===== src/pdg_consts.vh =====
// constants for the deep-sleep port gating and soft reset block
`ifndef PDG_CONSTS_VH
`define PDG_CONSTS_VH

// register bus geometry
`define PDG_ADDR_W          12
`define PDG_DATA_W          32

// register offsets (byte addresses from the system control base)
`define PDG_SRW0_OFS        12'h040
`define PDG_DSG_OFS         12'h128
`define PDG_IRQ_STAT_OFS    12'h1f0
`define PDG_IRQ_MASK_OFS    12'h1f4
`define PDG_EFF_GATE_OFS    12'h1f8

// reset values
`define PDG_SRW0_RST        32'h0000_0000
`define PDG_DSG_RST         32'h0000_0000
`define PDG_ZERO_WORD       32'h0000_0000

// implemented (writable) bits; everything else reads as zero
`define PDG_SRW0_IMPL       32'h0011_0008
`define PDG_DSG_IMPL        32'h0000_001f

// soft reset word field positions
`define PDG_SRW0_PWM_BIT    20
`define PDG_SRW0_ADC0_BIT   16
`define PDG_SRW0_WDOG_BIT   3

// port gating field: bits 4:0 are ports e..a
`define PDG_PORT_MSB        4
`define PDG_NUM_PORTS       5

// power modes
`define PDG_MODE_RUN        2'h0
`define PDG_MODE_SLEEP      2'h1
`define PDG_MODE_DEEP       2'h2

// interrupt event bits
`define PDG_NUM_EVENTS      3
`define PDG_EV_BUS_FAULT    0
`define PDG_EV_RST_MASKED   1
`define PDG_EV_GATE_CHANGE  2

`endif


===== src/pdg_event_flags.v =====
// sticky event flags with write-one-to-clear, mask and level interrupt
`timescale 1ns/10ps
`default_nettype none

module pdg_event_flags #(
  parameter WIDTH = 3
) (
  // clock and reset
  input  wire             clock_in,
  input  wire             rst_in,
  // hardware events, one-cycle pulses
  input  wire [WIDTH-1:0] set_in,
  // software clear, ones clear the matching flag
  input  wire             clear_en_in,
  input  wire [WIDTH-1:0] clear_in,
  // mask, one lets the flag reach the interrupt
  input  wire [WIDTH-1:0] mask_in,
  // state
  output reg  [WIDTH-1:0] flags_out,
  output reg              irq_out
);

  wire [WIDTH-1:0] flags_d;

  // a set in the clearing cycle survives
  assign flags_d = (flags_out & ~({WIDTH{clear_en_in}} & clear_in)) | set_in;

  always @(posedge clock_in or posedge rst_in) begin
    if (rst_in) begin
      flags_out <= {WIDTH{1'b0}};
      irq_out   <= 1'b0;
    end else begin
      flags_out <= flags_d;
      irq_out   <= |(flags_d & mask_in);
    end
  end

endmodule // pdg_event_flags

`default_nettype wire


===== src/pdg_gate_reset.v =====
// deep-sleep port clock gating and first soft reset word
// register map, byte offsets from the control base
//   0x040  soft reset word, bits 20, 16 and 3 writable
//   0x128  deep-sleep port gating word, bits 4:0 writable
//   0x1f0  event status, a one written clears its bit
//   0x1f4  event mask, same layout as the status
//   0x1f8  port enables in force, read only
//
// event status bits
//   0  access to an unclocked or unknown port
//   1  reset asked for a unit that capabilities lack
//   2  port enables changed
//
// limitations
//   run and sleep words, mode and capabilities are plain inputs
//   power mode 3 falls back to the run word
//   port selects 5 to 7 name no unit and always fault
//   reset outputs follow the stored word one clock late
//   read data stand for one clock, then return to zero
//   writes to the read-only enable word are ignored
//   enables change one clock after the mode or word does
`timescale 1ns/10ps
`default_nettype none
`include "pdg_consts.vh"

module pdg_gate_reset #(
  parameter NUM_PORTS = `PDG_NUM_PORTS,
  parameter ADDR_W    = `PDG_ADDR_W,
  parameter DATA_W    = `PDG_DATA_W
) (
  // clock and reset
  input  wire                 clock_in,
  input  wire                 rst_in,
  // register port
  input  wire [ADDR_W-1:0]    reg_addr_in,
  input  wire [DATA_W-1:0]    reg_wdata_in,
  input  wire                 reg_write_in,
  input  wire                 reg_read_in,
  output reg  [DATA_W-1:0]    reg_rdata_out,
  // system control state, same clock
  input  wire [1:0]           power_mode_in,
  input  wire                 auto_clock_gating_enable_in,
  input  wire [NUM_PORTS-1:0] run_port_clock_gate_in,
  input  wire [NUM_PORTS-1:0] sleep_port_clock_gate_in,
  input  wire [DATA_W-1:0]    device_capabilities_1_in,
  // accesses towards the port units
  input  wire                 port_access_in,
  input  wire [2:0]           port_access_sel_in,
  output reg                  bus_fault_out,
  output reg                  port_access_ok_out,
  // port clock enables, bit 0 is port a
  output reg  [NUM_PORTS-1:0] port_clock_enable_out,
  // peripheral resets, active high
  output reg                  pwm_reset_out,
  output reg                  adc0_reset_out,
  output reg                  watchdog_reset_ctl_out,
  // interrupt
  output wire                 irq_out
);

  // decoded register accesses
  wire sel_srw0;
  wire sel_dsg;
  wire sel_stat;
  wire sel_mask;
  wire sel_eff;
  wire mapped;

  assign sel_srw0 = (reg_addr_in == `PDG_SRW0_OFS);
  assign sel_dsg  = (reg_addr_in == `PDG_DSG_OFS);
  assign sel_stat = (reg_addr_in == `PDG_IRQ_STAT_OFS);
  assign sel_mask = (reg_addr_in == `PDG_IRQ_MASK_OFS);
  assign sel_eff  = (reg_addr_in == `PDG_EFF_GATE_OFS);
  assign mapped   = sel_srw0 | sel_dsg | sel_stat | sel_mask | sel_eff;

  // qualified strobes, one write strobe per writable register and one read strobe
  wire wr_srw0;
  wire wr_dsg;
  wire wr_stat;
  wire wr_mask;
  wire rd_take;

  assign wr_srw0 = reg_write_in & sel_srw0;
  assign wr_dsg  = reg_write_in & sel_dsg;
  assign wr_stat = reg_write_in & sel_stat;
  assign wr_mask = reg_write_in & sel_mask;
  // the effective-enable word is read only, so it has no write strobe
  // unmapped reads answer with the zero word of an idle cycle
  assign rd_take = reg_read_in & mapped;

  // stored registers
  reg  [DATA_W-1:0]    srw0_q;
  reg  [DATA_W-1:0]    srw0_d;
  reg  [NUM_PORTS-1:0] dsg_q;
  reg  [NUM_PORTS-1:0] dsg_d;
  reg  [`PDG_NUM_EVENTS-1:0] irq_mask_q;

  // soft reset word write: only implemented units the device really has
  // a refused bit is reported as an event rather than stored
  wire [DATA_W-1:0] srw0_wr_val;
  wire [DATA_W-1:0] srw0_refused;
  assign srw0_wr_val  = reg_wdata_in & `PDG_SRW0_IMPL
                        & device_capabilities_1_in;
  assign srw0_refused = reg_wdata_in & `PDG_SRW0_IMPL
                        & ~device_capabilities_1_in;

  always @* begin
    srw0_d = srw0_q;
    if (wr_srw0) begin
      srw0_d = srw0_wr_val;
    end
  end

  always @* begin
    dsg_d = dsg_q;
    if (wr_dsg) begin
      // only bits 4:0 exist; upper write data is dropped
      dsg_d = reg_wdata_in[NUM_PORTS-1:0];
    end
  end

  // soft reset word; every unit comes out of a system reset released
  always @(posedge clock_in or posedge rst_in) begin
    if (rst_in) begin
      srw0_q <= `PDG_SRW0_RST;
    end else begin
      srw0_q <= srw0_d;
    end
  end

  // deep-sleep gating word; every port starts unclocked
  always @(posedge clock_in or posedge rst_in) begin
    if (rst_in) begin
      dsg_q <= {NUM_PORTS{1'b0}};
    end else begin
      dsg_q <= dsg_d;
    end
  end

  // the mask only gates the interrupt line; status records regardless
  always @(posedge clock_in or posedge rst_in) begin
    if (rst_in) begin
      irq_mask_q <= {`PDG_NUM_EVENTS{1'b0}};
    end else if (wr_mask) begin
      irq_mask_q <= reg_wdata_in[`PDG_NUM_EVENTS-1:0];
    end
  end

  // gating word in force for the present power mode
  // without auto gating the run word holds in every mode, so the sleep
  // and deep-sleep words are never applied
  reg [NUM_PORTS-1:0] gate_sel;

  always @* begin
    gate_sel = run_port_clock_gate_in;
    if (auto_clock_gating_enable_in) begin
      case (power_mode_in)
        `PDG_MODE_RUN: begin
          gate_sel = run_port_clock_gate_in;
        end
        `PDG_MODE_SLEEP: begin
          gate_sel = sleep_port_clock_gate_in;
        end
        `PDG_MODE_DEEP: begin
          gate_sel = dsg_q;
        end
        default: begin
          gate_sel = run_port_clock_gate_in;
        end
      endcase
    end
  end

  // enables are registered so the gates downstream see glitch-free levels
  always @(posedge clock_in or posedge rst_in) begin
    if (rst_in) begin
      port_clock_enable_out <= {NUM_PORTS{1'b0}};
    end else begin
      port_clock_enable_out <= gate_sel;
    end
  end

  // access check against the enables actually driven this cycle
  wire                 sel_clocked;
  wire [NUM_PORTS-1:0] sel_onehot;
  wire [NUM_PORTS-1:0] sel_hit;

  // one select decoder per port; codes past the last port match none,
  // so they fault as well and never index past the enable vector
  genvar gi;
  generate
    for (gi = 0; gi < NUM_PORTS; gi = gi + 1) begin : g_port
      assign sel_onehot[gi] = (port_access_sel_in == gi);
      assign sel_hit[gi]    = sel_onehot[gi] & port_clock_enable_out[gi];
    end
  endgenerate

  assign sel_clocked = |sel_hit;

  always @(posedge clock_in or posedge rst_in) begin
    if (rst_in) begin
      bus_fault_out      <= 1'b0;
      port_access_ok_out <= 1'b0;
    end else begin
      bus_fault_out      <= port_access_in & ~sel_clocked;
      port_access_ok_out <= port_access_in & sel_clocked;
    end
  end

  // peripheral resets follow the stored word one clock late; the flops
  // keep decode glitches of a register write off the reset lines
  always @(posedge clock_in or posedge rst_in) begin
    if (rst_in) begin
      pwm_reset_out <= 1'b0;
    end else begin
      pwm_reset_out <= srw0_q[`PDG_SRW0_PWM_BIT];
    end
  end

  always @(posedge clock_in or posedge rst_in) begin
    if (rst_in) begin
      adc0_reset_out <= 1'b0;
    end else begin
      adc0_reset_out <= srw0_q[`PDG_SRW0_ADC0_BIT];
    end
  end

  always @(posedge clock_in or posedge rst_in) begin
    if (rst_in) begin
      watchdog_reset_ctl_out <= 1'b0;
    end else begin
      watchdog_reset_ctl_out <= srw0_q[`PDG_SRW0_WDOG_BIT];
    end
  end

  // events for the interrupt flags
  // previous enables, so a change of the word in force is seen
  reg  [NUM_PORTS-1:0]       gate_prev_q;
  wire [`PDG_NUM_EVENTS-1:0] events;
  wire [`PDG_NUM_EVENTS-1:0] irq_flags;

  always @(posedge clock_in or posedge rst_in) begin
    if (rst_in) begin
      gate_prev_q <= {NUM_PORTS{1'b0}};
    end else begin
      gate_prev_q <= port_clock_enable_out;
    end
  end

  // each source lasts one cycle; the flags hold it until cleared
  wire ev_fault;
  wire ev_refused;
  wire ev_gate;

  assign ev_fault   = bus_fault_out;
  // an asked-for unit that the capabilities lack is dropped silently,
  // so software is told here instead
  assign ev_refused = wr_srw0 & (|srw0_refused);
  assign ev_gate    = |(gate_prev_q ^ port_clock_enable_out);

  assign events[`PDG_EV_BUS_FAULT]   = ev_fault;
  assign events[`PDG_EV_RST_MASKED]  = ev_refused;
  assign events[`PDG_EV_GATE_CHANGE] = ev_gate;

  // set-wins-over-clear lives in the flag module, in one place
  pdg_event_flags #(
    .WIDTH (`PDG_NUM_EVENTS)
  ) u_flags (
    .clock_in    (clock_in),
    .rst_in      (rst_in),
    .set_in      (events),
    .clear_en_in (wr_stat),
    .clear_in    (reg_wdata_in[`PDG_NUM_EVENTS-1:0]),
    .mask_in     (irq_mask_q),
    .flags_out   (irq_flags),
    .irq_out     (irq_out)
  );

  // each register as a full word; reserved bits are tied to zero here
  // so no later path can leak stale data into them
  wire [DATA_W-1:0] srw0_word;
  wire [DATA_W-1:0] dsg_word;
  wire [DATA_W-1:0] stat_word;
  wire [DATA_W-1:0] mask_word;
  wire [DATA_W-1:0] eff_word;

  assign srw0_word = srw0_q & `PDG_SRW0_IMPL;
  assign dsg_word  = {{(DATA_W-NUM_PORTS){1'b0}}, dsg_q};
  assign stat_word = {{(DATA_W-`PDG_NUM_EVENTS){1'b0}}, irq_flags};
  assign mask_word = {{(DATA_W-`PDG_NUM_EVENTS){1'b0}}, irq_mask_q};
  assign eff_word  = {{(DATA_W-NUM_PORTS){1'b0}}, port_clock_enable_out};

  // read mux; unmapped locations read zero
  reg [DATA_W-1:0] rd_val;

  always @* begin
    rd_val = `PDG_ZERO_WORD;
    if (sel_srw0) begin
      rd_val = srw0_word;
    end else if (sel_dsg) begin
      rd_val = dsg_word;
    end else if (sel_stat) begin
      rd_val = stat_word;
    end else if (sel_mask) begin
      rd_val = mask_word;
    end else if (sel_eff) begin
      rd_val = eff_word;
    end
  end

  // data stand only in the cycle after the strobe
  always @(posedge clock_in or posedge rst_in) begin
    if (rst_in) begin
      reg_rdata_out <= `PDG_ZERO_WORD;
    end else if (rd_take) begin
      reg_rdata_out <= rd_val;
    end else begin
      reg_rdata_out <= `PDG_ZERO_WORD;
    end
  end

endmodule // pdg_gate_reset

`default_nettype wire


===== config.mk =====
export PLATFORM = sky130hd
export DESIGN_NAME = pdg_gate_reset
export DESIGN_NICKNAME = d
export VERILOG_FILES = /design/src/pdg_event_flags.v /design/src/pdg_gate_reset.v
export VERILOG_INCLUDE_DIRS = /design/src
export SDC_FILE = /design/constraint.sdc
export NUM_CORES = 1
export LEC_CHECK = 0
export BUFFER_PORTS_ARGS = -buffer_cell sky130_fd_sc_hd__buf_2
export CORE_MARGIN = 4
export CORE_UTILIZATION = 40
export CTS_CLUSTER_SIZE = 40
export DETAILED_ROUTE_END_ITERATION = 16
export GPL_ROUTABILITY_DRIVEN = 0
export MAX_ROUTING_LAYER = met4
export PLACE_DENSITY = 0.81
export SLEW_MARGIN = 40
export SYNTH_ARGS = -nofsm -noshare
export SYNTH_HDL_FRONTEND = slang
export SYNTH_HIERARCHICAL = 1
export SYNTH_SLANG_ARGS = --single-unit

===== constraint.sdc =====
create_clock -name clock_in -period 2 [get_ports clock_in]
set_clock_uncertainty 0.1 [all_clocks]
set_input_delay 0.1 -clock clock_in [delete_from_list [all_inputs] [get_ports clock_in]]
set_output_delay 0.1 -clock clock_in [all_outputs]
set_load 0.03 [all_outputs]

==> impl_metrics.py <==
metrics = {
    "status": {
        "status": "finished, final reports clean",
    },
    "worst_setup_path": {
        "criticalPathCategory": "in -> reg",
        "rr_worst_depth": 5,
        "crit_start": "reg_addr_in[11]",
        "crit_required_ps": 2080,
        "crit_path_end_kind": "register",
        "critPathMaxFanout": 4,
        "cp-start-kind": "primary input",
        "critPathCapture": "u_flags/irq_out",
        "cp_data_arrival_time_ps": 1870,
        "r2r-end": "u_flags/irq_out",
        "r2r_setup_slack_ps": 410,
        "r2r_start": "port_clock_enable_out[3]",
    },
    "finish": {
        "utilization_pct": 55.3,
        "nNetsFinal": 369,
        "syn_to_final_growth_pct": 34.0,
        "fillers": 400,
        "drive_gt1_share_pct": 36.2,
        "final_cells": 325,
        "layout_commonest_cell": "buf_2",
        "antennaDiodeCount": 0,
        "regArea_sq_um": 926,
        "multi_input_area_sq_um": 872,
        "fin_area_sq_um": 2590,
        "layout_common_cells": "buf_2, dfrtp_1, conb_1",
    },
    "floorplanning": {
        "dieWidth_microns": 77.6,
        "rows": 25,
        "start_util_pct": 41.3,
        "die_area_sq_um": 6020,
        "coreArea_sq_um": 4690,
        "die_height_microns": 77.6,
        "io_pins": 140,
    },
    "detailed_routing": {
        "wirelength_microns": 4330,
        "avgViaCountPerCell": 4.84,
        "num_vias": 1574,
        "avgRoutedWirePerCell_microns": 13.3,
        "drc": 0,
        "ant_nets": 0,
        "firstDrtPassIters": 4,
        "drtIter0Drc": 122,
    },
    "clocking": {
        "h-tree-depth": 2,
        "cts_sinks": 37,
        "cts_root_buffer": "clkbuf_8",
        "cts_made_buffers": 5,
        "clkTransAtPathRegs_ps": 80,
        "clkLatencyLatePin_ps": 290,
        "clk_path_buf_depth": 2,
        "tritoncts": "built",
        "post-cts-setup-buffers": 0,
    },
    "timing": {
        "slew_viol_final": 0,
        "period_needed_ps": 1790,
        "fmax_mhz": 560,
        "tightestPinTransition_ps": 527,
        "setup_viol": 0,
        "timing.hold.ws_ps": 17.6,
        "grt_setup_unrepaired": "false",
        "timing.final.crit_share_pct": 89.3,
        "max_slew_margin_pct": 64.8,
        "hold_viol": 0,
    },
    "logic_synthesis": {
        "synthTopCellsByArea": "dfrtp_1, buf_4, mux2_2, a22oi_1, nand2_1",
        "ys_ff_latch": 37,
        "synth_top_cell_by_area": "dfrtp_1",
        "synth_ff_type": "dfrtp_1",
        "synth_edf_count": 0,
        "synthCells": 180,
        "ys_warn_count": 6,
        "synth.top_cell.area_share_pct": 47.8,
        "synth.cell_area_sq_um": 1940,
        "synth.avg_cell_area_sq_um": 10.8,
        "async_flop_share_pct": 100,
        "synthDistinctLibCells": 46,
        "ys_seq_area_share_pct": 47.8,
    },
    "placement": {
        "hpwl_microns": 3320,
        "placed_area_sq_um": 2280,
        "place.port_buffers": 60,
        "dp_cells": 299,
    },
    "grt": {
        "grt-ovfl-total": 0,
        "gr-usage-met2_pct": 25.9,
        "grt_pass1_vias": 1468,
        "grtUsageTotal_pct": 14.9,
        "met3_usage_pct": 3.94,
        "grt_antenna_before_repair": 0,
        "met1_usage_pct": 16.6,
        "gr-max-usage-layer": "met2",
        "grt_pass1_wl_microns": 6870,
        "grt_max_degree": 21,
    },
    "power": {
        "power.static_leakage_nw": 1.33,
        "finalPower_mw": 1.84,
        "powerDensity_nw_per_um2": 708,
        "ir_drop_uv": 336,
    },
    "job": {
        "maxCapViolCount": 0,
    },
    "worst_hold_path": {
        "hp-start": "sleep_port_clock_gate_in[4]",
        "hold_path_class": "in -> reg",
    },
}
==> power breakdown <==
| part | leakage, nW | switching [mW] | total (mW) | internal [mW] |
|---|---|---|---|---|
| combinational | 0.771 | 0.181 | 0.291 | 0.110 |
| sequential | 0.486 | 0.0214 | 0.791 | 0.770 |
| clock | 0.0681 | 0.259 | 0.754 | 0.495 |
| total | 1.33 | 0.461 | 1.84 | 1.38 |
==> synth_stat cells (all sizes together) (2+ instances only) <==
cell type	count
and2	3
ha	2
dfrtp	37
a21o	2
buf	25
o2bb2ai	4
mux2	8
or2	2
inv	9
nor4	2
nor2b	3
clkbuf	3
nor3	5
nand2	13
a22oi	7
xor2	3
a31oi	2
mux2i	3
nand2b	2
nor2	10
xnor2	2
o21ai	12
nand4	3
or4b	3
==> how the worst min path moves through the flow <==
stage / to / slack [ps] / cells past startpoint
2_1_floorplan: u_flags/flags_out[0] / -230 / 1
3_3_place_gp: u_flags/flags_out[0] / -110 / 2
3_5_place_dp: u_flags/irq_out / -110 / 2
4_1_cts: port_clock_enable_out[4] / 20 / 3
5_1_grt: port_clock_enable_out[4] / 20 / 3
6_report: port_clock_enable_out[4] / 20 / 3
==> layer usage <==
layer	vias to the layer above	part of all wire [%]
met1	740	40
met5	-	0
li1	762	-
met3	10	7.1
met2	62	51
met4	0	1.6
==> logic make-up (layout without fill, tap and decap cells) <==
| logic type | after synthesis | count (layout) | share of synthesized area (%) |
|---|---|---|---|
| simple gates | 53 | 53 | 16.4 |
| mux | 12 | 12 | 7.37 |
| fa+ha+maj | 2 | 2 | 1.29 |
| compound gates | 33 | 33 | 11.6 |
| xor+xnor | 5 | 5 | 2.26 |
| other cells | 1 | 25 | 0.194 |
| flops | 37 | 37 | 47.8 |
| buf+inv | 37 | 104 | 13.1 |
==> timing repair <==
action	4_1_cts	5_1_grt
hold endpoints to repair	33	0
gates resized for setup	0	0
hold buffers	18	0
==> area by class of cell <==
class,instances,share of cell area [%]
flip-flops and latches,37,35.7
inverters,9,1.30
clock inverters,3,2.51
well taps,54,2.60
multi-input cells,130,33.6
clock buffers,5,2.65
repair buffers,87,21.6
==> sequential cells by signal, summed over array words and instances, names as in the netlist, 3 cells and up <==
| signal | count |
|---|---|
| reg_rdata_out | 7 |
| irq_mask_q | 3 |
| srw0_q | 3 |
| u_flags/flags_out | 3 |
| port_clock_enable_out | 5 |
| gate_prev_q | 5 |
| dsg_q | 5 |
==> worst max-delay path, stage by stage <==
cell and delay, ps:
buf_2 100, or4b_4 570, nor3_4 210, nor4b_4 250
a21boi_0 180, o21a_1 210, a221o_1 250
==> metrics by stage <==
| step | setup slack, ps | setup TNS, ps |
|---|---|---|
| floorplan | 45.9 | 0 |
| CTS | 219 | 0 |
| finish | 213 | 0 |
| global route | 125 | 0 |
| detailed placement | -104 | -110 |
| global placement | -60.1 | -60.1 |
(Power assumes the default switching activity.)
